==> src/rtl/led_sink_pkg.sv <==
`default_nettype none
package led_sink_pkg;

  localparam int CHANNELS = 16;
  localparam int GROUPS   = 9;

  // Clock rate and timing figures
  localparam int CLK_PERIOD_PS     = 5000;
  localparam int GROUP_DELAY_PS    = 1000;
  localparam int PRECHG_DELAY_PS   = 10000;
  // Longest time: rounds down, never below one cycle
  localparam int GROUP_DELAY_CYC   = (GROUP_DELAY_PS / CLK_PERIOD_PS) < 1 ? 1 : (GROUP_DELAY_PS / CLK_PERIOD_PS);
  // Least time: rounds up
  localparam int PRECHG_DELAY_CYC  = (PRECHG_DELAY_PS + CLK_PERIOD_PS - 1) / CLK_PERIOD_PS;
  localparam int STAGE_DEPTH       = GROUPS * GROUP_DELAY_CYC;

  // Pin samples travel together through the synchroniser
  typedef struct packed {
    logic blank;
    logic latch_transfer;
    logic serial_in;
    logic serial_clk;
  } pin_sample_t;

  // Blank comes out of reset high so the sinks start off
  localparam logic [3:0] PIN_RESET       = 4'h8;
  localparam logic [15:0] SINK_RESET     = 16'h0000;
  localparam logic [3:0] PRECHG_CNT_ZERO = 4'h0;

endpackage
`default_nettype wire

==> src/rtl/led_sink_onoff_shift_latch.sv <==
`timescale 1ns/1ps
`default_nettype none
// Notes on behaviour
// - Each serial clock rising edge loads the serial input bit into bit 0 of the 16-bit shift register.
// - The cascade output changes only on serial clock rising edges.
// - While latch transfer is high the output latch follows the shift register, shifts included.
// - While latch transfer is low the output latch holds its pattern whatever the shift register does.
// - With blank low a channel sinks when its latched bit is 1 and is off when it is 0.
// - While blank is high all channels are off, and with latch transfer low the latch keeps its contents.
// - Shift register and latch have no reset and no defined value after power-up.
// - Channels switch in nine groups of one or two, one clock (five nanoseconds) apart.
// - Groups are channel 0, then 1+15, 2+14, 3+13, 4+12, 5+11, 6+10, 7+9, and 8 last.
// - The group stagger applies to turn-on and turn-off on every blank edge.
// - The group stagger also applies when latched data change while blank is low.
// - Shortly after a drive period ends the pre-charge pull-up is switched on.
// - Each serial clock rising edge moves every shift register bit one place toward the MSB.
// - The cascade output is the shift register MSB, sixteen serial clocks behind the input.
module led_sink_onoff_shift_latch #(
  parameter int CHANNELS = led_sink_pkg::CHANNELS
) (
  input  wire logic                mclk,
  input  wire logic                reset_n,
  input  wire logic                serial_clk,
  input  wire logic                serial_in,
  input  wire logic                latch_transfer,
  input  wire logic                blank,
  output var  logic [CHANNELS-1:0] sink_channel,
  output var  logic                cascade_out,
  output var  logic                precharge
);
  import led_sink_pkg::*;

  // Group index of a channel: 0 alone, mirrored pairs, 8 last
  function automatic int group_of(input int ch);
    if (ch == 0) begin
      return 0;
    end
    else if (ch <= CHANNELS / 2) begin
      return ch;
    end
    else begin
      return CHANNELS - ch;
    end
  endfunction

  pin_sample_t             pin_s1;
  pin_sample_t             pin_s2;
  pin_sample_t             pin_s3;
  pin_sample_t             pin_f;
  pin_sample_t             pin_prev;
  logic [CHANNELS-1:0]     shift_reg;
  logic [CHANNELS-1:0]     latch_reg;
  // Stage k holds the gated pattern as it stood k+1 clocks ago
  logic [CHANNELS-1:0]     stage [0:STAGE_DEPTH-1];
  logic [3:0]              prechg_cnt;

  // All four pins share one synchroniser and one filter
  wire pin_sample_t        raw_pins = '{blank: blank, latch_transfer: latch_transfer,
                                        serial_in: serial_in, serial_clk: serial_clk};
  // A pin change counts once the second and third stages agree
  wire logic [3:0]         agree = ~(pin_s2 ^ pin_s3);
  wire logic [3:0]         next_pin_f = (agree & pin_s2) | (~agree & pin_f);
  wire logic               sclk_rise = pin_f.serial_clk & ~pin_prev.serial_clk;
  wire logic               lat_f = pin_f.latch_transfer;
  wire logic               blank_f = pin_f.blank;
  wire logic [CHANNELS-1:0] next_shift = {shift_reg[CHANNELS-2:0], pin_f.serial_in};
  // Register reloads itself between serial clock rises, so no enable is needed
  wire logic [CHANNELS-1:0] shift_now = sclk_rise ? next_shift : shift_reg;
  // Transparent latch tracks the register as it stands after this edge, never a phantom shift
  wire logic [CHANNELS-1:0] next_latch = lat_f ? shift_now : latch_reg;
  wire logic [CHANNELS-1:0] target = blank_f ? '0 : latch_reg;
  wire logic [CHANNELS-1:0] next_sink;
  // Counter saturates at the settle time and clears as soon as blank falls
  wire logic [3:0]         next_prechg_cnt = !blank_f ? PRECHG_CNT_ZERO :
                                             (prechg_cnt == 4'(PRECHG_DELAY_CYC)) ? prechg_cnt :
                                             4'(prechg_cnt + 4'h1);

  assign cascade_out = shift_reg[CHANNELS-1];

  always_ff @(posedge mclk or negedge reset_n) begin
    if (!reset_n) begin
      pin_s1   <= PIN_RESET;
      pin_s2   <= PIN_RESET;
      pin_s3   <= PIN_RESET;
      pin_f    <= PIN_RESET;
      pin_prev <= PIN_RESET;
    end
    else begin
      pin_s1   <= raw_pins;
      pin_s2   <= pin_s1;
      pin_s3   <= pin_s2;
      pin_f    <= next_pin_f;
      pin_prev <= pin_f;
    end
  end

  // No reset on the pattern storage: it powers up random
  always_ff @(posedge mclk) begin
    shift_reg <= shift_now;
    latch_reg <= next_latch;
  end

  // Each stage is one group delay; a change of blank or latch ripples group by group
  always_ff @(posedge mclk or negedge reset_n) begin
    if (!reset_n) begin
      for (int i = 0; i < STAGE_DEPTH; i++) begin
        stage[i] <= SINK_RESET;
      end
    end
    else begin
      stage[0] <= target;
      for (int i = 1; i < STAGE_DEPTH; i++) begin
        stage[i] <= stage[i-1];
      end
    end
  end

  // Each channel taps the stage that matches its group's place in the stagger
  for (genvar ch = 0; ch < CHANNELS; ch++) begin : g_tap
    assign next_sink[ch] = stage[group_of(ch) * GROUP_DELAY_CYC][ch];
  end

  always_ff @(posedge mclk or negedge reset_n) begin
    if (!reset_n) begin
      sink_channel <= SINK_RESET;
    end
    else begin
      sink_channel <= next_sink;
    end
  end

  // Pull-up comes on a short settle time after blank rises and drops as soon as blank falls
  always_ff @(posedge mclk or negedge reset_n) begin
    if (!reset_n) begin
      prechg_cnt <= PRECHG_CNT_ZERO;
      precharge  <= 1'b0;
    end
    else begin
      prechg_cnt <= next_prechg_cnt;
      precharge  <= blank_f && (prechg_cnt == 4'(PRECHG_DELAY_CYC));
    end
  end
endmodule
`default_nettype wire

==> config.mk <==
export PLATFORM = sky130hd
export DESIGN_NAME = led_sink_onoff_shift_latch
export DESIGN_NICKNAME = d
export VERILOG_FILES = /design/src/rtl/led_sink_pkg.sv /design/src/rtl/led_sink_onoff_shift_latch.sv
export SDC_FILE = /design/constraint.sdc
export NUM_CORES = 1
export LEC_CHECK = 0
export BUFFER_PORTS_ARGS = -buffer_cell sky130_fd_sc_hd__buf_2
export CAP_MARGIN = 40
export CORE_ASPECT_RATIO = 0.8
export CORE_MARGIN = 2
export CORE_UTILIZATION = 45
export CTS_CLUSTER_DIAMETER = 50
export DETAILED_ROUTE_END_ITERATION = 8
export HOLD_SLACK_MARGIN = 0.12
export PLACE_DENSITY_LB_ADDON = 0.1
export SYNTH_ARGS = -nofsm -noshare
export SYNTH_HDL_FRONTEND = slang
export SYNTH_SLANG_ARGS = --single-unit
==> constraint.sdc <==
create_clock -name mclk -period 1.75 [get_ports mclk]
set_clock_uncertainty 0.2 [all_clocks]
set_input_delay 0.2625 -clock mclk [delete_from_list [all_inputs] [get_ports mclk]]
set_output_delay 0.2625 -clock mclk [all_outputs]
set_load 0.01 [all_outputs]
* After elaboration in Yosys (flattened, before gate mapping) *
Index checks and enable logic that the tools add are counted.

cells by class
  shifts and indexed selects = 0
  equality and inequality tests = 2
  $mul = 0
  reduce and logical (&&, ||, !) cells = 1
  divide/modulo/power cells = 0
  mux-type cells = 4
  $lt $le $gt $ge = 0
  $add $sub $neg = 1
  bitwise operators = 8

operators with widths
  kind                 count
  $mux 16              2
  $and 4x4->4          2
  $mux 4               2
  $not 4->4            2
  $add 4x1->4 const B  1
  $eq 4x2->1 const B   1
  $or 4x4->4           1
  $xor 4x4->4          1
  $ne 2x2->1 const B   1
  $and 1x1->1          1
  $logic_and 1x1->1    1
  $not 1->1            1

storage, ports and cells
  latch bits = 0
  memory bits (writable) = 0
  memories = 0
  output and inout port bits = 18
  input port bits = 6
  memory bits (read-only) = 0
  logic and storage cells = 47
  register bits after elaboration = 186

* Longest topological paths before layout *
  word-level depth = 5
  depth in mapped cells = 5
  mapped depth without buffers = 5

* Least setup slack after synthesis *
No wires, ideal clock.

  path kind = reg2reg
  from = register with a tool-made name
  to = register latch_reg[10], data pin
  setup slack = 0.247 ns
  data required time = 1.288 ns
  library setup time = 0.262 ns
  data arrival time = 1.041 ns
  stages on the path, launching flop included = 5
  period minus slack after synthesis = 1.503 ns
  path buffers = 2
  cell sequence = dfrtp_1 > nor2b_4 > buf_6 > buf_12 > mux2_4

RTL lines
  element               RTL line                           RTL
  to (signal assigned)  led_sink_onoff_shift_latch.sv:100  latch_reg <= next_latch;
  to (decl)             led_sink_onoff_shift_latch.sv:52   logic [CHANNELS-1:0] latch_reg;

==> metrics.txt <==
CTS sink cnt=150; Power Density=roughly 1700 nW/um2; num rows=32; Final Hold Viols=0; first drt pass iteration count=4; RSZ-0062 raised after global routing=no; setup slack, reg-to-reg=roughly 0.23 ns; maximum clock frequency=0.6578 GHz; Antenna Diode Count=0; Worst Hold Path EP=stage[102]; largest net degree at the start of global routing=40; CP Capture Type=flip-flop; # H-tree levels=4; crit-path max FO=16; global-route wire length before repair=8.252 mm; # IOs=24; post-synthesis cell type count=23; min cycle time layout=1.520 ns; register area share after synthesis=between 80% and 90%; Inst Count DP=352; CP max-delay cell=dfrtp_1; Least-Margin Pin Slew=between 0.4 and 0.5 ns; chip height=about 92 um; type of origin of the critical path=flip-flop; initial core utilization=a little under half; cell family with most CP delay=flip-flops; Gate Count Post-Synth=approximately 220; Clock transition at path regs=0.06 ns; Setup Fix Bufs, Post-CTS=0; cell area after placement=4593 um2; clk_lat worst skew=about 0.4 ns; CP bufs+invs=1; synthesized area=roughly 4400 um2; CP arrival=1.47 ns; final setup fails=0; cells along the critical path=nor2b_4 > buf_12 > mux2_2; Die W=around 110 um; Mean Syn Cell Area=20.16 um2; Post-layout nets=around 270; setup TNS=0 ns; PortBufs=23; hold_sp=stage[118]; Root Buffer=clkbuf_16; YS warnings=0; cell taking the most area after synthesis=dfrtp_1; Final Core Density=between 50% and 60%; DR WL/cell=between 10 and 15 um; FF+latch count, synth=150; final WL=roughly 4.6 mm; CTS tree=done; vias per cell=approximately 4.3; Final Total Pwr=8.612 mW; Crit Path Class=flip-flop to flip-flop; leakage=between 2 and 2.5 nW; Yosys top cell area share=around two thirds; via count=approximately 1700; fin area=5199 um2; total CTS buffers=17; antenna violations before repair=0; Syn Nets=roughly 220; worst hold path type=flip-flop to flip-flop; 1st-iter DRT viols=84; Longest Clk Path Bufs=2; GRT Resource Usage Total=between 10 and 15%; Final period util=between 80% and 90%; Largest register FFs=71; hold depth=0; critical path's largest stage delay=roughly 0.37 ns; outcome=complete, no violations; Max Transition Viols Final=0; Max-cap violations=0; vias in the first global route=1739; fraction of layout cells with a size suffix above 1=28.84%; RR Endpoint=latch_reg[15]; Die ar.=10490 um2; Worst EP required=~1.7 ns; Register-to-Register Path Depth=3; GRT overflow=0; peak supply drop=about 0.85 mV; DRT antenna net count=0; Synth-to-Final Area Change=19.36%; HPWL Detailed=approximately 2.5 mm; leading post-synthesis cells by cell area=dfrtp_1 (65%), edfxtp_1 (11%), dfxtp_1 (7.4%), mux2_4 (3.4%), nor2b_1 (2.6%); Biggest register=stage; Worst slew margin=70.53%; Layout Cells excl Fill=around 390; GP Congestion=approximately 0.67; core area=around 9500 um2; DRC Markers=0
-- layout make-up --
type,count,area [um2]
timing repair buffer,34,237.7
fill,761,4330
sequential,150,3759
clock inverter,2,11.26
tap,119,148.9
multi-input combinational,53,494.2
clock buffer,27,544.3
inverter,1,3.754
-- per-layer routing --
| metal | GRT usage (%) | wire length [um] |
|---|---|---|
| met2 | 14.09 | 2008 |
| met1 | 14.18 | 2197 |
| met3 | 5.948 | 252 |
| met4 | 6.402 | 98 |
| met5 | 0 | 0 |
-- how the worst max path moves through the flow --
stage                              from       endpoint  slack, ns  cells after the start
after floorplan               flip-flop  latch_reg[10]       0.25                      4
after global placement        flip-flop  latch_reg[15]       0.25                      3
after detailed placement      flip-flop   latch_reg[4]       0.22                      3
after CTS                     flip-flop  latch_reg[15]       0.21                      3
after global routing      prechg_cnt[0]  prechg_cnt[0]       0.15                      5
final                         flip-flop  latch_reg[15]       0.23                      3
-- cell usage after synthesis --
master and n:
nor3b_2 1, dfxtp_1 16, buf_4 8, mux2_2 6, o21a_1 1, buf_6 1, edfxtp_1 16, o21ai_0 1
clkbuf_1 2, nand2b_1 1, nand3_1 2, nor2b_1 18, inv_1 1, nor2b_4 1, dfrtp_1 114, maj3_1 4
dfstp_2 4, ha_1 2, xnor2_1 2, buf_12 1, and2_1 3, nor3b_1 1, mux2_4 10
-- worst reg2reg max path, cell delays in order (launching register included) --
cell and delay [ns]:
dfrtp_1 0.37, nor2b_4 0.17, buf_12 0.17, mux2_2 0.36
-- cells by family (layout without fill, tap and decap cells) --
kind of cell / after synthesis / in the layout / synth area share [%]
muxes: 16 / 16 / 4.998
DFF: 150 / 150 / 86.30
AOI/OAI and AO/OA: 2 / 2 / 0.2872
xor gates and xnor gates: 2 / 2 / 0.4023
adders and majority gates: 6 / 6 / 1.494
and+or+nand+nor: 27 / 27 / 4.166
buffers and inverters: 13 / 64 / 2.356
-- where the power goes --
| part | leakage, nW | switching, mW | internal [mW] |
|---|---|---|---|
| Sequential | 1.81 | 0.266 | 4.35 |
| Combinational | 0.373 | 0.289 | 0.412 |
| Clock | 0.277 | 1.20 | 2.10 |
| Total | 2.46 | 1.75 | 6.86 |
-- through the flow --
stage	worst slack [ns]	hold slack (ns)
floorplan	0.2470	-0.2331
global placement	0.2517	0.05219
detailed placement	0.2179	0.05234
CTS	0.2129	0.1457
global route	0.1482	0.1489
finish	0.2298	0.1432
-- timing repair --
action                                 in CTS  in global routing
gates resized for setup                     0                  0
hold buffers                                5                  0
endpoints found under the hold margin     122                  0
-- cells in the final DEF, fill, tap and decap left out --
cell type and count:
nor2b_1 18, dfxtp_1 16, dfrtp_1 114, dlygate4sd3_1 5
inv_1 1, nor3b_1 1, nand2b_1 1, mux2_4 10
xnor2_1 2, and2_1 3, inv_4 1, ha_1 2
clkbuf_1 3, o21ai_0 1, clkbuf_16 18, buf_4 5
mux2_2 6, buf_12 2, dfstp_2 4, nor2b_4 1
nand3_1 2, nor3b_2 1, o21a_1 1, edfxtp_1 16
clkbuf_8 6, clkinv_2 1, maj3_1 4, buf_2 22
Note: power is estimated with default switching activity, not from simulation.
